<file path="src/upis_regs.svh">
`ifndef UPIS_REGS_SVH
`define UPIS_REGS_SVH
// register indices; byte address is four times the index
`define UPIS_IDX_ADDR_A 8'h10
`define UPIS_IDX_PORT_SC 8'h1f
`define UPIS_IDX_ADDR_B 8'h40
`define UPIS_IDX_INT_EN 8'h20
`define UPIS_IDX_PENDING 8'h22
`define UPIS_IDX_PROC_SC 8'h23
`define UPIS_IDX_CS_EN 8'h24
`define UPIS_IDX_CS_POL 8'h25
`define UPIS_IDX_GP_EN 8'h26
`define UPIS_IDX_GP_POL 8'h27
`define UPIS_IDX_PINS 8'h28
// upstream port status and control fields
`define UPIS_SC_DP_BIT 5
`define UPIS_SC_DM_BIT 4
`define UPIS_SC_ACT_BIT 3
`define UPIS_SC_RESET 8'h00
`define UPIS_PROC_BUSRST_BIT 5
// pending / enable bit positions
`define UPIS_SRC_BUSRST 0
`define UPIS_SRC_T128 1
`define UPIS_SRC_T1024 2
`define UPIS_SRC_EP0 3
`define UPIS_SRC_CS 8
`define UPIS_SRC_GPIO 9
// timing
`define UPIS_CLK_PS 5000
`define UPIS_SE0_MIN_PS 12000000
`define UPIS_SE0_MAX_PS 16000000
`define UPIS_T128_PS 128000000
`define UPIS_T1024_PS 1024000000
`define UPIS_SE0_CYC ((`UPIS_SE0_MIN_PS + `UPIS_CLK_PS - 1) / `UPIS_CLK_PS)
`define UPIS_T128_CYC (`UPIS_T128_PS / `UPIS_CLK_PS)
`define UPIS_T1024_CYC (`UPIS_T1024_PS / `UPIS_CLK_PS)
`endif

</file>
<file path="src/upis_pkg.sv">
package upis_pkg;
   typedef enum logic [1:0] {
      UPIS_LINE_IDLE = 2'h0,
      UPIS_LINE_SE0 = 2'h1,
      UPIS_LINE_RESET = 2'h3
   } upis_line_t;

   typedef struct packed {
      logic drive;
      logic enable;
   } upis_pin_t;

   typedef struct packed {
      logic [7:0] addr_a;
      logic [7:0] addr_b;
      logic [7:0] port_sc;
      logic [9:0] int_en;
      logic [9:0] pending;
      logic busrst_seen;
      logic [7:0] cs_en;
      logic [7:0] cs_pol;
      logic [15:0] gp_en;
      logic [1:0] gp_pol;
   } upis_regs_t;
endpackage : upis_pkg

</file>
<file path="src/upis_top.sv">
// Our own choice: the Avalon-MM interface to the registers.
`include "upis_regs.svh"
`timescale 1ns/100ps
`default_nettype none
module upis_top
   import upis_pkg::*;
#(
   parameter int T128_CYC = `UPIS_T128_CYC,
   parameter int T1024_CYC = `UPIS_T1024_CYC
) (
   input wire logic clk_in,
   input wire logic rst_in,
   input wire logic [9:0] avs_address_in,
   input wire logic avs_read_in,
   input wire logic avs_write_in,
   input wire logic [31:0] avs_writedata_in,
   input wire logic [3:0] avs_byteenable_in,
   output logic [31:0] avs_readdata_out,
   output logic avs_waitrequest_out,
   input wire logic dp_in,
   input wire logic dm_in,
   output logic dp_out,
   output logic dp_oe_out,
   output logic dm_out,
   output logic dm_oe_out,
   input wire logic sie_dp_in,
   input wire logic sie_dm_in,
   input wire logic sie_oe_in,
   input wire logic [4:0] ep_in_host_ack_in,
   input wire logic [4:0] ep_out_dev_ack_in,
   input wire logic [7:0] cs_pin_in,
   input wire logic [15:0] gp_pin_in,
   input wire logic startup_active_in,
   output logic startup_abort_out,
   input wire logic irq_ack_in,
   output logic irq_req_out,
   output logic [3:0] irq_vector_out
);
   localparam int SE0_CYC = `UPIS_SE0_CYC;
   localparam int NPIN = 24;

   // synchronisers; stage 1 feeds only stage 2
   // no reset: a zeroed chain would fake a line change and an SE0 right after reset
   logic [NPIN+1:0] sync1, sync2, sync3;
   always_ff @(posedge clk_in) begin
      sync1 <= {dp_in, dm_in, gp_pin_in, cs_pin_in};
      sync2 <= sync1;
      sync3 <= sync2;
   end
   logic dp_s, dm_s, line_toggle;
   logic [NPIN-1:0] pin_s, pin_q;
   assign dp_s = sync2[NPIN+1];
   assign dm_s = sync2[NPIN];
   assign pin_s = sync2[NPIN-1:0];
   assign pin_q = sync3[NPIN-1:0];
   assign line_toggle = (sync2[NPIN+1:NPIN] != sync3[NPIN+1:NPIN]);

   // bus reset detector
   upis_line_t line_st, next_line_st;
   logic [11:0] se0_cnt, next_se0_cnt;
   logic se0, busrst_seen_ev, busrst_end_ev;
   assign se0 = !dp_s && !dm_s;
   always_comb begin
      next_line_st = line_st;
      next_se0_cnt = se0_cnt;
      busrst_seen_ev = 1'b0;
      busrst_end_ev = 1'b0;
      unique case (line_st)
         UPIS_LINE_IDLE: begin
            next_se0_cnt = 12'h000;
            if (se0) begin
               next_line_st = UPIS_LINE_SE0;
            end
         end
         UPIS_LINE_SE0: begin
            if (!se0) begin
               next_line_st = UPIS_LINE_IDLE;
            end else if (se0_cnt == 12'(SE0_CYC - 2)) begin
               next_line_st = UPIS_LINE_RESET;
               busrst_seen_ev = 1'b1;
            end else begin
               next_se0_cnt = se0_cnt + 12'h001;
            end
         end
         UPIS_LINE_RESET: begin
            if (!se0) begin
               next_line_st = UPIS_LINE_IDLE;
               busrst_end_ev = 1'b1;
            end
         end
         default: next_line_st = UPIS_LINE_IDLE;
      endcase
   end

   // periodic timers
   logic [17:0] t128_cnt, next_t128_cnt;
   logic [17:0] t1024_cnt, next_t1024_cnt;
   logic t128_ev, t1024_ev;
   always_comb begin
      t128_ev = (t128_cnt == 18'(T128_CYC - 1));
      t1024_ev = (t1024_cnt == 18'(T1024_CYC - 1));
      next_t128_cnt = t128_ev ? 18'h00000 : t128_cnt + 18'h00001;
      next_t1024_cnt = t1024_ev ? 18'h00000 : t1024_cnt + 18'h00001;
   end

   // pin edge detection with lockout; pins 0..7 current-sink, 8..23 general
   upis_regs_t r, next_r;
   logic [NPIN-1:0] pol_all, en_all, edge_all, trig_lvl, lock, next_lock;
   assign pol_all = {{8{r.gp_pol[1]}}, {8{r.gp_pol[0]}}, r.cs_pol};
   assign en_all = {r.gp_en, r.cs_en};
   genvar gi;
   generate
      for (gi = 0; gi < NPIN; gi++) begin : g_pin
         assign trig_lvl[gi] = (pin_s[gi] == pol_all[gi]);
         // positive polarity: rising edge, negative: falling edge
         assign edge_all[gi] = en_all[gi] && trig_lvl[gi] && (pin_q[gi] != pin_s[gi]);
      end
   endgenerate
   logic cs_ev, gp_ev;
   always_comb begin
      // a locked pin holds its group until it leaves its trigger level or it is disabled
      next_lock = lock & trig_lvl & en_all;
      cs_ev = 1'b0;
      gp_ev = 1'b0;
      // all simultaneous edges count together, no pin is favoured
      if (next_lock[7:0] == 8'h00 && edge_all[7:0] != 8'h00) begin
         next_lock[7:0] = edge_all[7:0];
         cs_ev = 1'b1;
      end
      if (next_lock[23:8] == 16'h0000 && edge_all[23:8] != 16'h0000) begin
         next_lock[23:8] = edge_all[23:8];
         gp_ev = 1'b1;
      end
   end

   // interrupt request and vector
   logic [9:0] req, ack_clr;
   logic [3:0] next_vec;
   assign req = r.pending & r.int_en;
   always_comb begin
      next_vec = 4'h0;
      // the source being acknowledged is left out so the vector never lags a cycle
      for (int i = 9; i >= 0; i--) begin
         if (req[i] && !ack_clr[i]) begin
            next_vec = (i >= `UPIS_SRC_CS) ? 4'(i + 2) : 4'(i + 1);
         end
      end
   end
   always_comb begin
      ack_clr = 10'h000;
      for (int i = 0; i < 10; i++) begin
         if (irq_ack_in && irq_req_out && irq_vector_out == ((i >= 8) ? 4'(i + 2) : 4'(i + 1))) begin
            ack_clr[i] = 1'b1;
         end
      end
   end

   // register file and bus slave
   logic [7:0] idx;
   logic acc_rd, acc_wr;
   logic [31:0] rd_val;
   logic [7:0] wd;
   logic [9:0] events, next_pend;
   assign idx = avs_address_in[9:2];
   assign acc_rd = avs_read_in && !avs_waitrequest_out;
   assign acc_wr = avs_write_in && !avs_waitrequest_out;
   assign wd = avs_writedata_in[7:0];
   always_comb begin
      events = {gp_ev, cs_ev,
                ep_in_host_ack_in | ep_out_dev_ack_in,
                t1024_ev, t128_ev, busrst_end_ev};
      next_r = r;
      next_pend = r.pending & ~ack_clr;
      if (acc_wr && idx == `UPIS_IDX_PENDING && avs_byteenable_in[1:0] == 2'h3) begin
         next_pend = next_pend & ~avs_writedata_in[9:0];
      end
      next_r.pending = next_pend | events;
      if (acc_wr && avs_byteenable_in[0]) begin
         unique case (idx)
            `UPIS_IDX_ADDR_A: next_r.addr_a = wd;
            `UPIS_IDX_ADDR_B: next_r.addr_b = wd;
            `UPIS_IDX_PORT_SC: begin
               next_r.port_sc[7:6] = wd[7:6];
               next_r.port_sc[`UPIS_SC_ACT_BIT] = wd[`UPIS_SC_ACT_BIT];
               next_r.port_sc[2:0] = wd[2:0];
            end
            `UPIS_IDX_INT_EN: begin
               if (avs_byteenable_in[1]) begin
                  next_r.int_en = avs_writedata_in[9:0];
               end
            end
            `UPIS_IDX_PROC_SC: begin
               if (wd[`UPIS_PROC_BUSRST_BIT]) begin
                  next_r.busrst_seen = 1'b0;
               end
            end
            `UPIS_IDX_CS_EN: next_r.cs_en = wd;
            `UPIS_IDX_CS_POL: next_r.cs_pol = wd;
            `UPIS_IDX_GP_EN: begin
               if (avs_byteenable_in[1]) begin
                  next_r.gp_en = avs_writedata_in[15:0];
               end
            end
            `UPIS_IDX_GP_POL: next_r.gp_pol = wd[1:0];
            default: ;
         endcase
      end
      // hardware sets override a same-cycle software write
      next_r.port_sc[`UPIS_SC_DP_BIT] = dp_s;
      next_r.port_sc[`UPIS_SC_DM_BIT] = dm_s;
      if (line_toggle) begin
         next_r.port_sc[`UPIS_SC_ACT_BIT] = 1'b1;
      end
      if (busrst_seen_ev) begin
         next_r.busrst_seen = 1'b1;
         next_r.addr_a = 8'h00;
         next_r.addr_b = 8'h00;
      end
   end
   always_comb begin
      rd_val = 32'h0000_0000;
      unique case (idx)
         `UPIS_IDX_ADDR_A: rd_val[7:0] = r.addr_a;
         `UPIS_IDX_ADDR_B: rd_val[7:0] = r.addr_b;
         `UPIS_IDX_PORT_SC: rd_val[7:0] = r.port_sc;
         `UPIS_IDX_INT_EN: rd_val[9:0] = r.int_en;
         `UPIS_IDX_PENDING: rd_val[9:0] = r.pending;
         `UPIS_IDX_PROC_SC: rd_val[`UPIS_PROC_BUSRST_BIT] = r.busrst_seen;
         `UPIS_IDX_CS_EN: rd_val[7:0] = r.cs_en;
         `UPIS_IDX_CS_POL: rd_val[7:0] = r.cs_pol;
         `UPIS_IDX_GP_EN: rd_val[15:0] = r.gp_en;
         `UPIS_IDX_GP_POL: rd_val[1:0] = r.gp_pol;
         `UPIS_IDX_PINS: rd_val[23:0] = pin_s;
         default: rd_val = 32'h0000_0000;
      endcase
   end

   // upstream drivers; code 000 hands the lines to the engine
   upis_pin_t next_dp, next_dm;
   always_comb begin
      next_dp = '{drive: 1'b0, enable: 1'b1};
      next_dm = '{drive: 1'b0, enable: 1'b1};
      unique case (r.port_sc[2:0])
         3'h0: begin
            next_dp = '{drive: sie_dp_in, enable: sie_oe_in};
            next_dm = '{drive: sie_dm_in, enable: sie_oe_in};
         end
         3'h1: next_dp.drive = 1'b1;
         3'h2: next_dm.drive = 1'b1;
         3'h3, 3'h4: ;
         3'h5: next_dp.enable = 1'b0;
         3'h6: next_dm.enable = 1'b0;
         3'h7: begin
            next_dp.enable = 1'b0;
            next_dm.enable = 1'b0;
         end
      endcase
   end

   always_ff @(posedge clk_in) begin
      if (rst_in) begin
         line_st <= UPIS_LINE_IDLE;
         se0_cnt <= 12'h000;
         t128_cnt <= 18'h00000;
         t1024_cnt <= 18'h00000;
         lock <= '0;
         r <= '0;
         avs_waitrequest_out <= 1'b1;
         avs_readdata_out <= 32'h0000_0000;
         {dp_out, dp_oe_out, dm_out, dm_oe_out} <= 4'h0;
         startup_abort_out <= 1'b0;
         irq_req_out <= 1'b0;
         irq_vector_out <= 4'h0;
      end else begin
         line_st <= next_line_st;
         se0_cnt <= next_se0_cnt;
         t128_cnt <= next_t128_cnt;
         t1024_cnt <= next_t1024_cnt;
         lock <= next_lock;
         r <= next_r;
         // one wait cycle, then one ready cycle per request
         avs_waitrequest_out <= !((avs_read_in || avs_write_in) && avs_waitrequest_out);
         avs_readdata_out <= rd_val;
         {dp_out, dp_oe_out} <= next_dp;
         {dm_out, dm_oe_out} <= next_dm;
         startup_abort_out <= busrst_seen_ev && startup_active_in;
         irq_req_out <= (req & ~ack_clr) != 10'h000;
         irq_vector_out <= next_vec;
      end
   end
endmodule : upis_top
`default_nettype wire

</file>
<file path="config.mk">
export PLATFORM = sky130hd
export DESIGN_NAME = upis_top
export DESIGN_NICKNAME = d
export VERILOG_FILES = /design/src/upis_pkg.sv /design/src/upis_top.sv
export VERILOG_INCLUDE_DIRS = /design/src /design/src/src
export SDC_FILE = /design/constraint.sdc
export NUM_CORES = 1
export LEC_CHECK = 0
export ABC_AREA = 1
export BUFFER_PORTS_ARGS = -buffer_cell sky130_fd_sc_hd__buf_4
export CAP_MARGIN = 5
export CORE_MARGIN = 2
export CORE_UTILIZATION = 40
export DETAILED_ROUTE_END_ITERATION = 8
export GPL_TIMING_DRIVEN = 0
export PLACE_DENSITY = 0.6
export SLEW_MARGIN = 20
export SYNTH_ARGS = -nofsm -noshare
export SYNTH_HDL_FRONTEND = slang
export SYNTH_SLANG_ARGS = --single-unit
</file>
<file path="constraint.sdc">
create_clock -name clk_in -period 2.3 [get_ports clk_in]
set_clock_uncertainty 0.1 [all_clocks]
set_input_delay 0.23 -clock clk_in [delete_from_list [all_inputs] [get_ports clk_in]]
set_output_delay 0.23 -clock clk_in [all_outputs]
set_load 0.02 [all_outputs]
</file>
; Yosys cells after proc, flatten, opt, wreduce, memory -nomap -nowiden
; Index checks and enable logic that the tools add are counted.
; Widths: inputs -> output; s select.
[op_classes]
addsub = 3
eq_ne = 86
mux = 62
bitwise = 11
n_reduce_logical = 127
[op_table]
columns = cell, n
row1 = $logic_and 1x1->1, 78
row2 = $eq 8x6->1 const B, 8
row3 = $and 24x24->24, 2
row4 = $mux 16, 3
row5 = $and 10x10->10, 4
row6 = $add 18x1->18 const B, 2
row7 = $mux 35, 1
row8 = $mux 10, 3
row9 = $pmux 3 s9, 1
row10 = $eq 1x1->1, 24
row11 = $mux 12, 2
row12 = $mux 8, 3
row13 = $ne 1x1->1, 24
row14 = $pmux 12 s2, 1
row15 = $mux 1, 22
row16 = $not 10->10, 2
row17 = $pmux 2 s10, 1
row18 = $eq 18x15->1 const B, 1
row19 = $eq 18x18->1 const B, 1
row20 = $pmux 2 s9, 1
row21 = $eq 4x3->1 const B, 4
row22 = $eq 8x5->1 const B, 2
row23 = $logic_not 16->1, 1
row24 = $mux 4, 4
row25 = other kinds (39), 94
[totals]
ff_bits = 274
output_inout_bits = 43
elab_cells = 323

; Logic depth before layout (Yosys ltp)
; Gate-level depths: netlist (run 1).
[logic_depth]
word_depth = 15
ltp_mapped = 12
depth_no_buf = 12

; Worst setup path before layout (run 1)
; No wires, ideal clock.
[synth_path]
path_type = register to register
startpoint = register t128_cnt[0]
endpoint = register t128_cnt[10]
setup_ps = 120
arrival_time_ps = 1499
setup_slack_ps = 581
stages_incl_launch_ff = 12
synth_period_minus_slack_ps = 1719
path_cell_list = dfxtp_1 ha_1 nand3_1 nor2_1 nand2_1 nor2_2 nand2_1 inv_2 nand4_1 nand2_2 buf_4 nor3b_1
[synth_between]
elab_chain_cells = 2
[synth_rtl]
columns = element, line_no
row1 = "start, declared", upis_top.sv:96  ; logic [17:0] t128_cnt, next_t128_cnt;
row2 = "start signal, assigned", upis_top.sv:277  ; t128_cnt <= next_t128_cnt;
row3 = branches (longest 2 deep; another with $add 18x1->18), -
; Several ways; the timed one is not identified.
; A chain may end at the register's enable or synchronous reset.

; Worst setup path in the final report (run 1)
; Ends and elaborated chain as after synthesis.

==> report_table.html, run 1 <==
<table>
<tr><th>Metric</th><th>Value</th></tr>
<tr><th colspan="2">Run status</th></tr>
<tr><td>Run status</td><td>completed</td></tr>
<tr><th colspan="2">Yosys</th></tr>
<tr><td>Largest area contributor in the synthesized netlist</td><td>sky130_fd_sc_hd__dfxtp_1</td></tr>
<tr><td>Top post-synthesis cells by area</td><td>sky130_fd_sc_hd__dfxtp_1, sky130_fd_sc_hd__nand2_1, sky130_fd_sc_hd__nor2_1</td></tr>
<tr><td>Most common flop cell mapped by yosys</td><td>sky130_fd_sc_hd__dfxtp_1</td></tr>
<tr><td>Register area share after synthesis</td><td>0.4900</td></tr>
<tr><td>Number of enable flip-flop cells after synthesis</td><td>0</td></tr>
<tr><td>Proportion of register bits with asynchronous set or reset after synthesis</td><td>0</td></tr>
<tr><td>Instance count of the mapped netlist</td><td>1346</td></tr>
<tr><td>Netlist cell types</td><td>57</td></tr>
<tr><td>Number of warnings reported in the yosys synthesis log</td><td>0</td></tr>
<tr><td>Post-Synthesis Cell Area</td><td>~11000 um2</td></tr>
<tr><td>Syn avg cell area</td><td>8.073 um2</td></tr>
<tr><td>Area share of the leading cell type in the synthesized netlist</td><td>0.4900</td></tr>
<tr><td>Flops &amp; latches, synth</td><td>266</td></tr>
<tr><th colspan="2">Run</th></tr>
<tr><td>Count of max-cap constraint violations</td><td>0</td></tr>
<tr><th colspan="2">Worst setup path</th></tr>
<tr><td>Arr. time, crit path</td><td>2.43 ns</td></tr>
<tr><td>Setup crit end kind</td><td>flop</td></tr>
<tr><td>Worst EP required</td><td>2.64 ns</td></tr>
<tr><td>Max Fanout on Critical Path</td><td>10</td></tr>
<tr><td>Start of the worst register-to-register path</td><td>t128_cnt[0]</td></tr>
<tr><td>Cell repeated most along the worst path</td><td>sky130_fd_sc_hd__nand2_1</td></tr>
<tr><td>Worst setup path startpoint</td><td>t128_cnt[0]</td></tr>
<tr><td>Cells traversed along the worst timing path</td><td>ha_1 &gt; nand3_1 &gt; nor2_1 &gt; nand2_1 &gt; nor2_2 &gt; nand2_1 &gt; inv_2 &gt; nand4_1 &gt; nand2_2 &gt; buf_4 &gt; nor3b_1</td></tr>
<tr><td>Crit-path slowest cell</td><td>sky130_fd_sc_hd__dfxtp_1</td></tr>
<tr><td>Top delay family on crit path</td><td>simple AND/OR/NAND/NOR gates</td></tr>
<tr><td>CP Class</td><td>flop to flop</td></tr>
<tr><td>Longest individual stage delay on the worst path</td><td>roughly 0.35 ns</td></tr>
<tr><td>Sort of element at the start of the critical path</td><td>flop</td></tr>
<tr><td>CP bufs+invs</td><td>2</td></tr>
<tr><th colspan="2">Floorplanning</th></tr>
<tr><td>Starting utilization of the core area</td><td>0.4055</td></tr>
<tr><td>X dimension of the die</td><td>168.8 um</td></tr>
<tr><td>Standard cell core area</td><td>~27000 um2</td></tr>
<tr><td>I/O pin count</td><td>134</td></tr>
<tr><td>Die area</td><td>between 20000 and 30000 um2</td></tr>
<tr><td># rows</td><td>60</td></tr>
<tr><td>Die Y-Extent</td><td>168.8 um</td></tr>
<tr><th colspan="2">STA</th></tr>
<tr><td>Transition at the pin with the smallest max-transition slack</td><td>~0.8 ns</td></tr>
<tr><td>Fmax</td><td>478.0 MHz</td></tr>
<tr><td>Max-slew violation total from the final report</td><td>0</td></tr>
<tr><td>Tcrit/Tclk final</td><td>0.9095</td></tr>
<tr><td>Setup TNS Final</td><td>0 ns</td></tr>
<tr><td>Slew Limit Headroom</td><td>0.4631</td></tr>
<tr><td>Number of endpoints failing setup at the final stage</td><td>0</td></tr>
<tr><td>Unrepaired setup endpoints after global routing</td><td>false</td></tr>
<tr><td>Final Hold Vio Count</td><td>0</td></tr>
<tr><td>Min cycle time layout</td><td>between 2 and 2.5 ns</td></tr>
<tr><th colspan="2">Placed design</th></tr>
<tr><td>Quantity of I/O buffers inserted on ports</td><td>around 110</td></tr>
<tr><td>Last weighted congestion value of the routability-driven placer</td><td>about 0.91</td></tr>
<tr><td>DP HPWL</td><td>21370 um</td></tr>
<tr><th colspan="2">GRT</th></tr>
<tr><td>Maximum number of pins on one net before global-route repair</td><td>15</td></tr>
<tr><td>Tot GR Track Use</td><td>0.2056</td></tr>
<tr><td>Number of global-route vias before repair</td><td>8902</td></tr>
<tr><td>Number of antenna violations at the first check in global routing</td><td>0</td></tr>
<tr><td>Overflow left after global routing</td><td>0</td></tr>
<tr><td>Wire length of the first global-routing pass</td><td>~47000 um</td></tr>
<tr><th colspan="2">Drt</th></tr>
<tr><td>Vias/cell</td><td>4.989</td></tr>
<tr><td>Total Routed Length</td><td>slightly below 30000 um</td></tr>
<tr><td>Number of iterations in the first detailed-routing pass</td><td>5</td></tr>
<tr><td>Number of DRC violations after detailed routing</td><td>0</td></tr>
<tr><td>Via count</td><td>between 9000 and 10000</td></tr>
<tr><td>Starting DRT DRC Count</td><td>roughly 640</td></tr>
<tr><td>Average detailed-routed wire length per instance</td><td>~15 um</td></tr>
<tr><td>Post-DRT Antenna Nets</td><td>0</td></tr>
<tr><th colspan="2">Power</th></tr>
<tr><td>Pwr Total</td><td>10.20 mW</td></tr>
<tr><td>Cell leakage power</td><td>5.778 nW</td></tr>
<tr><td>Worst vdd rail ir drop</td><td>0.0006242 V</td></tr>
<tr><td>Pwr/cell area</td><td>743.7 nW/um2</td></tr>
<tr><th colspan="2">Layout</th></tr>
<tr><td>Fraction of layout cells with a size suffix above 1</td><td>0.1892</td></tr>
<tr><td>Commonest cells after routing, fill and taps aside</td><td>sky130_fd_sc_hd__dfxtp_1, sky130_fd_sc_hd__nand2_1, sky130_fd_sc_hd__nor2_1</td></tr>
<tr><td>Layout Nets</td><td>1642</td></tr>
<tr><td>Signed area change from the synthesized netlist to the final layout</td><td>26.21%</td></tr>
<tr><td>Commonest non-fill, non-tap cell in the layout</td><td>sky130_fd_sc_hd__dfxtp_1</td></tr>
<tr><td># diodes</td><td>0</td></tr>
<tr><th colspan="2">Hold path</th></tr>
<tr><td>Worst hold path class</td><td>input port to flop</td></tr>
<tr><td>HP Start</td><td>avs_address_in[5]</td></tr>
<tr><th colspan="2">CTS</th></tr>
<tr><td>Resized cells post-CTS</td><td>0</td></tr>
<tr><td>Level count of the clock H-tree</td><td>1</td></tr>
<tr><td>Clock tree buffer depth</td><td>3</td></tr>
<tr><td>CTS tree</td><td>yes</td></tr>
<tr><td>Cts bufs inserted</td><td>29</td></tr>
<tr><td>Clock-pin slew reported for the worst setup and hold paths after clock tree synthesis</td><td>approximately 0.070 ns</td></tr>
<tr><td>Sinks on Clock Net</td><td>around 270</td></tr>
<tr><td>Clock latency reported for the late side of the worst-skew pair</td><td>roughly 0.56 ns</td></tr>
<tr><td>CTS Root Buffer Type</td><td>sky130_fd_sc_hd__clkbuf_16</td></tr>
</table>
-- Yosys cell counts (8+ instances only) --
cell type	number
sky130_fd_sc_hd__o21ai_1	8
sky130_fd_sc_hd__nand3_1	62
sky130_fd_sc_hd__nor3_1	22
sky130_fd_sc_hd__nand2_2	19
sky130_fd_sc_hd__dfxtp_1	266
sky130_fd_sc_hd__xor2_1	17
sky130_fd_sc_hd__nand2_1	217
sky130_fd_sc_hd__o211ai_1	10
sky130_fd_sc_hd__a211oi_1	27
sky130_fd_sc_hd__nand4_1	34
sky130_fd_sc_hd__a21oi_2	17
sky130_fd_sc_hd__xnor2_1	8
sky130_fd_sc_hd__nor2_1	167
sky130_fd_sc_hd__clkbuf_1	13
sky130_fd_sc_hd__nor2_2	10
sky130_fd_sc_hd__inv_2	21
sky130_fd_sc_hd__nand3_2	15
sky130_fd_sc_hd__or2_1	13
sky130_fd_sc_hd__a21oi_1	101
sky130_fd_sc_hd__buf_4	13
sky130_fd_sc_hd__inv_1	125
sky130_fd_sc_hd__o21ai_0	69
-- cell type report --
class	count	area [um2]
Clock inverter	22	269.0
Sequential cell	266	5325
Clock buffer	32	757.0
Multi-Input combinational cell	896	4725
Fill cell	2646	13090
Buffer	40	260.3
Timing Repair Buffer	163	1369
Tap cell	341	426.7
Inverter	151	583.1
-- layer usage --
layer / share of wire / wire (um) / up-vias / global-route usage
li1: - / - / 4838 / -
met1: 0.48 / 14230 / 4394 / 0.2919
met2: 0.45 / 13170 / 254 / 0.3289
met3: 0.051 / 1509 / 48 / 0.02502
met4: 0.022 / 656 / 0 / 0.06034
met5: 0 / 0 / - / 0
-- sequential cells by signal, summed over array words and instances, names as in the netlist --
signal / flops
irq_vector_out: 4
irq_req_out: 1
sync1: 26
se0_cnt: 12
sync3: 26
avs_readdata_out: 24
line_st: 2
en_all: 24
dm_out: 1
t128_cnt: 18
dp_out: 1
t1024_cnt: 18
avs_waitrequest_out: 1
pol_all: 10
r: 45
dm_oe_out: 1
lock: 24
sync2: 26
startup_abort_out: 1
dp_oe_out: 1
-- worst paths after layout --
| check | end | slack (ns) | cells past startpoint |
|---|---|---|---|
| worst max register to register | t128_cnt[10] | 0.21 | 11 |
| worst max-delay path | t128_cnt[10] | 0.21 | 11 |
| worst min-delay path | r[34] | 0.05 | 5 |
| worst min register to register | sync2[21] | 0.22 | 0 |
-- tightest hold or removal path, cell delays in order --
cell and delay (ns):
sky130_fd_sc_hd__buf_4 0.12, sky130_fd_sc_hd__nor2_4 0.05, sky130_fd_sc_hd__nand3_1 0.09, sky130_fd_sc_hd__o31ai_1 0.06
sky130_fd_sc_hd__a21oi_1 0.11
-- what timing repair did --
action	in CTS	in global routing
setup buffers	0	0
hold buffers	58	0
endpoints found under the hold margin	70	0
-- where the power goes --
part           switching, mW  leakage (nW)  internal [mW]
Combinational          0.282          3.11          0.232
Sequential            0.0556          2.18           4.71
Clock                   1.97         0.489           2.95
-- metrics by stage --
step | instance area (um2) | setup WS (ns) | hold WS, ns | instances | utilization
after floorplan | 10890 | 0.5810 | 0.1577 | 1353 | -
after global placement | 12110 | 0.05755 | 0.2105 | 1799 | 0.4518
after detailed placement | 12110 | 0.06923 | 0.2121 | 1799 | 0.4518
after CTS | 13710 | 0.2183 | 0.03203 | 1911 | 0.5117
after global routing | 13710 | 0.03025 | 0.05989 | 1911 | 0.5117
final | 13710 | 0.2080 | 0.05135 | 1911 | 0.5117
-- cells by family after synthesis --
logic type / Yosys count / share of synthesized area
other: 1 / 0.0003451
and+or+nand+nor: 603 / 0.2679
adders and majority gates: 4 / 0.004606
AOI/OAI and AO/OA: 256 / 0.1393
buffers and inverters: 191 / 0.07761
DFF: 266 / 0.4900
xor gates and xnor gates: 25 / 0.02015
Note: power is estimated with default switching activity, not from simulation.
==> run 2, diff against run 1 <==
BUFFER_PORTS_ARGS = unset   (was -buffer_cell sky130_fd_sc_hd__buf_4)
CORE_ASPECT_RATIO = 0.5   (was unset)
DONT_BUFFER_PORTS = 1   (was unset)
PLACE_DENSITY = 0.55   (was 0.6)
==> run 2 against run 1 <==
Net effect:
- power shrank 4.2%
- combinational power fell by 21%
- worst setup slack worse by 0.13 ns
- highest routed layer unchanged
- non-clock buffer count shrank 96
- wire length rose by 3.2%
- sequential cell count stayed put
- largest cell class unchanged
==> report_table.html, run 2 (same netlist as run 1, synthesis figures left out) <==
<table>
<tr><th>Metric</th><th>Value</th></tr>
<tr><th colspan="2">STA</th></tr>
<tr><td>Min cycle time layout</td><td>2.218 ns</td></tr>
<tr><td>Number of endpoints failing setup at the final stage</td><td>0</td></tr>
<tr><td>Transition at the pin with the smallest max-transition slack</td><td>0.9858 ns</td></tr>
<tr><td>Setup slack of the critical path after layout</td><td>approximately 0.082 ns</td></tr>
<tr><td>Slew Limit Headroom</td><td>0.3428</td></tr>
<tr><td>Setup TNS Final</td><td>0 ns</td></tr>
<tr><td>Tcrit/Tclk final</td><td>0.9645</td></tr>
<tr><td>Hold WS</td><td>0.02865 ns</td></tr>
<tr><td>Unrepaired setup endpoints after global routing</td><td>false</td></tr>
<tr><td>Final Hold Vio Count</td><td>0</td></tr>
<tr><td>Max-slew violation total from the final report</td><td>0</td></tr>
<tr><td>Fmax</td><td>450.8 MHz</td></tr>
<tr><th colspan="2">Drt</th></tr>
<tr><td>Vias/cell</td><td>~5.1</td></tr>
<tr><td>Average detailed-routed wire length per instance</td><td>between 15 and 20 um</td></tr>
<tr><td>Starting DRT DRC Count</td><td>679</td></tr>
<tr><td>Via count</td><td>9221</td></tr>
<tr><td>Total Routed Length</td><td>just over 30000 um</td></tr>
<tr><td>Number of DRC violations after detailed routing</td><td>0</td></tr>
<tr><td>Post-DRT Antenna Nets</td><td>0</td></tr>
<tr><td>Number of iterations in the first detailed-routing pass</td><td>5</td></tr>
<tr><th colspan="2">Floorplanning</th></tr>
<tr><td># rows</td><td>42</td></tr>
<tr><td>I/O pin count</td><td>134</td></tr>
<tr><td>Standard cell core area</td><td>about 27000 um2</td></tr>
<tr><td>Die area</td><td>between 20000 and 30000 um2</td></tr>
<tr><td>X dimension of the die</td><td>237.1 um</td></tr>
<tr><td>Starting utilization of the core area</td><td>0.4087</td></tr>
<tr><td>Die Y-Extent</td><td>about 120 um</td></tr>
<tr><th colspan="2">Layout</th></tr>
<tr><td>Fraction of layout cells with a size suffix above 1</td><td>0.1270</td></tr>
<tr><td># diodes</td><td>0</td></tr>
<tr><td>Commonest non-fill, non-tap cell in the layout</td><td>sky130_fd_sc_hd__dfxtp_1</td></tr>
<tr><td>Register ranked first by flip-flop count</td><td>r</td></tr>
<tr><td>Signed area change from the synthesized netlist to the final layout</td><td>18.86%</td></tr>
<tr><td>Design Area, Final</td><td>12920 um2</td></tr>
<tr><td>Commonest cells after routing, fill and taps aside</td><td>sky130_fd_sc_hd__dfxtp_1, sky130_fd_sc_hd__nand2_1, sky130_fd_sc_hd__nor2_1</td></tr>
<tr><td>Layout Nets</td><td>1542</td></tr>
<tr><td>Largest register FFs</td><td>45</td></tr>
<tr><th colspan="2">Worst setup path</th></tr>
<tr><td>Minimum setup slack among reg-to-reg paths</td><td>approximately 0.16 ns</td></tr>
<tr><td>Start of the worst register-to-register path</td><td>avs_waitrequest_out</td></tr>
<tr><td>CP Class</td><td>input port to flop</td></tr>
<tr><td>Worst Reg2Reg Path Length in Cells</td><td>7</td></tr>
<tr><td>Max Fanout on Critical Path</td><td>10</td></tr>
<tr><td>Critical register-to-register path endpoint</td><td>pol_all[6]</td></tr>
<tr><td>Setup crit end kind</td><td>flop</td></tr>
<tr><td>Sort of element at the start of the critical path</td><td>input port</td></tr>
<tr><td>Worst EP required</td><td>approximately 2.6 ns</td></tr>
<tr><td>Arr. time, crit path</td><td>2.54 ns</td></tr>
<tr><th colspan="2">Placed design</th></tr>
<tr><td>DP HPWL</td><td>22530 um</td></tr>
<tr><td>Last weighted congestion value of the routability-driven placer</td><td>0.8946</td></tr>
<tr><td>Placed Area</td><td>11330 um2</td></tr>
<tr><td>Quantity of I/O buffers inserted on ports</td><td>0</td></tr>
<tr><td>Post-place setup slack</td><td>-0.01807 ns</td></tr>
<tr><th colspan="2">CTS</th></tr>
<tr><td>CTS tree</td><td>yes</td></tr>
<tr><td>Clock-pin slew reported for the worst setup and hold paths after clock tree synthesis</td><td>~0.07 ns</td></tr>
<tr><td>Sinks on Clock Net</td><td>about 270</td></tr>
<tr><td>CTS Root Buffer Type</td><td>sky130_fd_sc_hd__clkbuf_16</td></tr>
<tr><td>Level count of the clock H-tree</td><td>1</td></tr>
<tr><td>Cts bufs inserted</td><td>25</td></tr>
<tr><td>Clock tree buffer depth</td><td>3</td></tr>
<tr><td>Clock latency reported for the late side of the worst-skew pair</td><td>between 0.5 and 0.6 ns</td></tr>
<tr><th colspan="2">GRT</th></tr>
<tr><td>Overflow left after global routing</td><td>0</td></tr>
<tr><td>Maximum number of pins on one net before global-route repair</td><td>17</td></tr>
<tr><td>Number of global-route vias before repair</td><td>around 9000</td></tr>
<tr><td>Tot GR Track Use</td><td>0.2156</td></tr>
<tr><td>Number of antenna violations at the first check in global routing</td><td>0</td></tr>
<tr><td>Wire length of the first global-routing pass</td><td>48200 um</td></tr>
<tr><th colspan="2">Power</th></tr>
<tr><td>Pwr/cell area</td><td>roughly 760 nW/um2</td></tr>
<tr><td>Cell leakage power</td><td>5.253 nW</td></tr>
<tr><td>Worst vdd rail ir drop</td><td>0.0004486 V</td></tr>
<tr><th colspan="2">Hold path</th></tr>
<tr><td>Worst hold path class</td><td>input port to flop</td></tr>
<tr><td>HP Start</td><td>avs_byteenable_in[0]</td></tr>
<tr><td>Hold Path End</td><td>r[34]</td></tr>
<tr><td>Instance count along the most critical hold path</td><td>3</td></tr>
<tr><th colspan="2">Run</th></tr>
<tr><td>Count of max-cap constraint violations</td><td>0</td></tr>
<tr><th colspan="2">Run status</th></tr>
<tr><td>Run status</td><td>completed</td></tr>
</table>
[run 2: cell count changes in the layout (fill, tap and decap cells not counted), moves of 2 or more]
cell and change:
sky130_fd_sc_hd__clkbuf_16 -4, sky130_fd_sc_hd__buf_4 -100, sky130_fd_sc_hd__clkbuf_1 +2, sky130_fd_sc_hd__clkinv_2 -4, sky130_fd_sc_hd__inv_6 -2, sky130_fd_sc_hd__clkinv_4 -2, sky130_fd_sc_hd__clkinvlp_4 -5, sky130_fd_sc_hd__dlygate4sd3_1 +4
sky130_fd_sc_hd__clkbuf_8 +4
[run 2: metal layers]
layer | track usage | up-vias | part of all wire
li1 | - | 4643 | -
met1 | 0.2923 | 4308 | 0.47
met2 | 0.3522 | 220 | 0.45
met3 | 0.04315 | 50 | 0.055
met4 | 0.05778 | 0 | 0.026
met5 | 0 | - | 0
[run 2: critical path, stage by stage]
cell and delay, ns:
sky130_fd_sc_hd__inv_1 0.05, sky130_fd_sc_hd__clkbuf_1 0.74, sky130_fd_sc_hd__clkdlybuf4s15_1 0.75, sky130_fd_sc_hd__o211ai_1 0.17, sky130_fd_sc_hd__dlygate4sd3_1 0.59
[run 2: final cells by class]
cell class | count | area (um2)
timing repair buffer | 67 | 658.1
sequential | 266 | 5325
buffer | 40 | 266.5
tap | 352 | 440.4
clock buffer | 35 | 723.2
fill | 2549 | 13670
clock inverter | 10 | 192.7
inverter | 151 | 583.1
multi-input combinational | 896 | 4727
[run 2: per-stage QoR]
stage                     cells  utilization  power [mW]
after global routing       1817       0.4857       10.13
after CTS                  1812       0.4840       9.869
after global placement     1705       0.4262       5.174
final                      1817       0.4857       9.774
after floorplan            1353            -       5.076
after detailed placement   1705       0.4262       5.179
[run 2: repair_timing]
| action | in CTS | in global routing |
|---|---|---|
| gates resized for setup | 0 | 3 |
| endpoints found under the setup margin | 0 | 23 |
| endpoints found under the hold margin | 106 | 0 |
| buffers inserted | 0 | 5 |
| hold buffers | 62 | 0 |
[run 2: worst max path at each step]
stage           startpoint              endpoint  cells past startpoint
6_report            rst_in   avs_waitrequest_out                      5
5_1_grt             rst_in   avs_waitrequest_out                      5
4_1_cts          sync2[25]                 r[75]                      7
3_5_place_dp        rst_in  avs_readdata_out[13]                      5
3_3_place_gp        rst_in  avs_readdata_out[13]                      5
2_1_floorplan  t128_cnt[0]          t128_cnt[10]                     11
[run 2: where the power goes]
group / total, mW / internal [mW] / switching [mW] / leakage (nW)
Clock: 4.60 / 2.77 / 1.83 / 0.446
Combinational: 0.407 / 0.159 / 0.247 / 2.63
Sequential: 4.77 / 4.70 / 0.0658 / 2.18
Total: 9.77 / 7.63 / 2.14 / 5.25
==> run 3, diff against run 2 <==
CORE_UTILIZATION = 30   (was 40)
PLACE_DENSITY = 0.45   (was 0.55)
==> run 3 against run 2 <==
Net effect:
- sequential cell count stayed put
- critical path depth is 2 higher
- utilization is 12 points lower
- worst setup slack better by 0.11 ns
- first-iteration DRC count is 10% higher
- non-clock buffer count is 2 higher
- combinational power is 1% higher
- wire length is 5.0% higher
- register-to-register slack better by 0.04 ns
- sequential power hardly changed
- largest cell class unchanged
==> report_table.html, run 3 (same netlist as run 1, synthesis figures left out) <==
<table>
<tr><th>Metric</th><th>Value</th></tr>
<tr><th colspan="2">Layout</th></tr>
<tr><td>Filler Cells Inserted</td><td>~3700</td></tr>
<tr><td>Total area of multi-input combinational cells</td><td>4727 um2</td></tr>
<tr><td>Area occupied by registers</td><td>5325 um2</td></tr>
<tr><td>Signed area change from the synthesized netlist to the final layout</td><td>21.03%</td></tr>
<tr><td>Commonest cells after routing, fill and taps aside</td><td>sky130_fd_sc_hd__dfxtp_1, sky130_fd_sc_hd__nand2_1, sky130_fd_sc_hd__nor2_1</td></tr>
<tr><td>Commonest non-fill, non-tap cell in the layout</td><td>sky130_fd_sc_hd__dfxtp_1</td></tr>
<tr><td>Register ranked first by flip-flop count</td><td>r</td></tr>
<tr><td># diodes</td><td>0</td></tr>
<tr><td>Final cell count without fillers</td><td>1954</td></tr>
<tr><td>Layout Nets</td><td>1545</td></tr>
<tr><td>Fraction of layout cells with a size suffix above 1</td><td>0.1306</td></tr>
<tr><td>Largest register FFs</td><td>45</td></tr>
<tr><th colspan="2">CTS</th></tr>
<tr><td>Cts bufs inserted</td><td>26</td></tr>
<tr><td>Clock-pin slew reported for the worst setup and hold paths after clock tree synthesis</td><td>roughly 0.070 ns</td></tr>
<tr><td>CTS Root Buffer Type</td><td>sky130_fd_sc_hd__clkbuf_16</td></tr>
<tr><td>Clock tree buffer depth</td><td>3</td></tr>
<tr><td>Clock latency reported for the late side of the worst-skew pair</td><td>0.55 ns</td></tr>
<tr><td>Sinks on Clock Net</td><td>266</td></tr>
<tr><td>Level count of the clock H-tree</td><td>1</td></tr>
<tr><td>CTS tree</td><td>yes</td></tr>
<tr><th colspan="2">GRT</th></tr>
<tr><td>Wire length of the first global-routing pass</td><td>49980 um</td></tr>
<tr><td>Overflow left after global routing</td><td>0</td></tr>
<tr><td>Tot GR Track Use</td><td>0.1682</td></tr>
<tr><td>Number of global-route vias before repair</td><td>8836</td></tr>
<tr><td>Maximum number of pins on one net before global-route repair</td><td>16</td></tr>
<tr><td>Number of antenna violations at the first check in global routing</td><td>0</td></tr>
<tr><th colspan="2">STA</th></tr>
<tr><td>Tcrit/Tclk final</td><td>0.9151</td></tr>
<tr><td>Transition at the pin with the smallest max-transition slack</td><td>0.8646 ns</td></tr>
<tr><td>Unrepaired setup endpoints after global routing</td><td>false</td></tr>
<tr><td>Setup TNS Final</td><td>0 ns</td></tr>
<tr><td>Number of endpoints failing setup at the final stage</td><td>0</td></tr>
<tr><td>Final Hold Vio Count</td><td>0</td></tr>
<tr><td>Fmax</td><td>475.1 MHz</td></tr>
<tr><td>Min cycle time layout</td><td>2.105 ns</td></tr>
<tr><td>Max-slew violation total from the final report</td><td>0</td></tr>
<tr><td>Setup slack of the critical path after layout</td><td>0.1953 ns</td></tr>
<tr><td>Slew Limit Headroom</td><td>0.4236</td></tr>
<tr><th colspan="2">Drt</th></tr>
<tr><td>Post-DRT Antenna Nets</td><td>0</td></tr>
<tr><td>Total Routed Length</td><td>~32000 um</td></tr>
<tr><td>Average detailed-routed wire length per instance</td><td>16.41 um</td></tr>
<tr><td>Starting DRT DRC Count</td><td>750</td></tr>
<tr><td>Via count</td><td>roughly 9200</td></tr>
<tr><td>Number of DRC violations after detailed routing</td><td>0</td></tr>
<tr><td>Vias/cell</td><td>4.690</td></tr>
<tr><td>Number of iterations in the first detailed-routing pass</td><td>5</td></tr>
<tr><th colspan="2">Floorplanning</th></tr>
<tr><td>I/O pin count</td><td>134</td></tr>
<tr><td>Die Y-Extent</td><td>approximately 140 um</td></tr>
<tr><td># rows</td><td>49</td></tr>
<tr><td>Die area</td><td>37850 um2</td></tr>
<tr><td>Starting utilization of the core area</td><td>0.3035</td></tr>
<tr><td>Standard cell core area</td><td>35800 um2</td></tr>
<tr><td>X dimension of the die</td><td>273.2 um</td></tr>
<tr><th colspan="2">Worst setup path</th></tr>
<tr><td>Cells traversed along the worst timing path</td><td>inv_1 &gt; nand3_2 &gt; clkinvlp_4 &gt; nand3_1 &gt; buf_2 &gt; o21ai_0 &gt; a21oi_1</td></tr>
<tr><td>Crit-path slowest cell</td><td>sky130_fd_sc_hd__dfxtp_1</td></tr>
<tr><td>Worst EP required</td><td>2.67 ns</td></tr>
<tr><td>Arr. time, crit path</td><td>2.47 ns</td></tr>
<tr><td>Longest individual stage delay on the worst path</td><td>0.46 ns</td></tr>
<tr><td>Max Fanout on Critical Path</td><td>10</td></tr>
<tr><td>Sort of element at the start of the critical path</td><td>flop</td></tr>
<tr><td>Setup crit end kind</td><td>flop</td></tr>
<tr><td>CP Class</td><td>flop to flop</td></tr>
<tr><th colspan="2">Power</th></tr>
<tr><td>Cell leakage power</td><td>between 5 and 6 nW</td></tr>
<tr><td>Seq pwr share</td><td>0.477</td></tr>
<tr><td>Proportion of power drawn by combinational gates</td><td>0.041</td></tr>
<tr><td>Pwr/cell area</td><td>760.2 nW/um2</td></tr>
<tr><td>Sw Ratio</td><td>0.2232</td></tr>
<tr><td>Part of the power in the clock network</td><td>0.482</td></tr>
<tr><td>Worst vdd rail ir drop</td><td>roughly 0.00047 V</td></tr>
<tr><td>Sw power</td><td>2.231 mW</td></tr>
<tr><td>Internal Power</td><td>7.766 mW</td></tr>
<tr><th colspan="2">Placed design</th></tr>
<tr><td>Quantity of I/O buffers inserted on ports</td><td>0</td></tr>
<tr><td>DP HPWL</td><td>23600 um</td></tr>
<tr><td>Last weighted congestion value of the routability-driven placer</td><td>approximately 0.86</td></tr>
<tr><td>Post-place setup slack</td><td>-0.1400 ns</td></tr>
<tr><td>Placed Cells incl. Taps</td><td>1837</td></tr>
<tr><th colspan="2">Run</th></tr>
<tr><td>Count of max-cap constraint violations</td><td>0</td></tr>
<tr><th colspan="2">Hold path</th></tr>
<tr><td>Worst hold path class</td><td>input port to flop</td></tr>
<tr><th colspan="2">Run status</th></tr>
<tr><td>Run status</td><td>completed</td></tr>
</table>
run 3: changes by cell type in the layout (fill, tap and decap cells not counted), sizes merged:
cell	delta
clkbuf	+1
clkdlybuf4s15	-1
clkinv	+1
dlygate4sd3	+2
clkinvlp	+2
run 3: path summary, 6_finish.rpt:
| kind | slack, ns | cells after the start | start | end |
|---|---|---|---|---|
| max | 0.20 | 7 | avs_waitrequest_out | pol_all[7] |
| min | 0.03 | 4 | avs_byteenable_in[1] | en_all[12] |
| max reg2reg | 0.20 | 7 | avs_waitrequest_out | pol_all[7] |
| min reg2reg | 0.23 | 0 | sync1[24] | sync2[24] |
run 3: per-stage QoR:
stage / area (um2) / total power [mW] / hold WS [ns] / util
floorplan: 10890 / 5.076 / 0.1577 / -
global placement: 11500 / 5.177 / 0.1578 / 0.3211
detailed placement: 11500 / 5.183 / 0.1578 / 0.3211
CTS: 13110 / 10.12 / 0.005520 / 0.3661
global route: 13150 / 10.39 / 0.03914 / 0.3673
finish: 13150 / 9.997 / 0.02744 / 0.3673
run 3: layout make-up:
cell class	count	area share
inverter	151	0.04462
buffer	40	0.01979
clock buffer	35	0.05822
timing repair buffer	69	0.05156
multi-input combinational	896	0.3594
clock inverter	13	0.01541
sequential	266	0.4049
tap	484	0.04605
run 3: timing repair:
action / in CTS / in global routing
gates resized for setup: 0 / 2
buffers inserted: 0 / 5
endpoints found under the setup margin: 0 / 27
hold buffers: 64 / 0
endpoints found under the hold margin: 108 / 0
run 3: worst max-delay path: cells and delay by family (launching register included):
family                 cells  cell delay [ns]
and+or+nand+nor            2             0.52
buffers and inverters      3             0.68
AOI/OAI and AO/OA          2             0.26
DFF                        1             0.46
run 3: routing by layer:
layer / vias to the layer above / share of wire / GRT usage
li1: 4651 / - / -
met1: 4261 / 0.47 / 0.2276
met2: 192 / 0.46 / 0.2730
met3: 60 / 0.047 / 0.03428
met4: 0 / 0.031 / 0.04429
met5: - / 0 / 0
run 3: power by group through the flow:
stage	sequential (mW)	combinational (mW)	clock, mW
2_1_floorplan	4.86	0.220	0
3_3_place_gp	4.87	0.303	0
3_5_place_dp	4.88	0.307	0
4_1_cts	4.77	0.409	4.94
5_1_grt	4.78	0.456	5.15
6_report	4.77	0.411	4.82
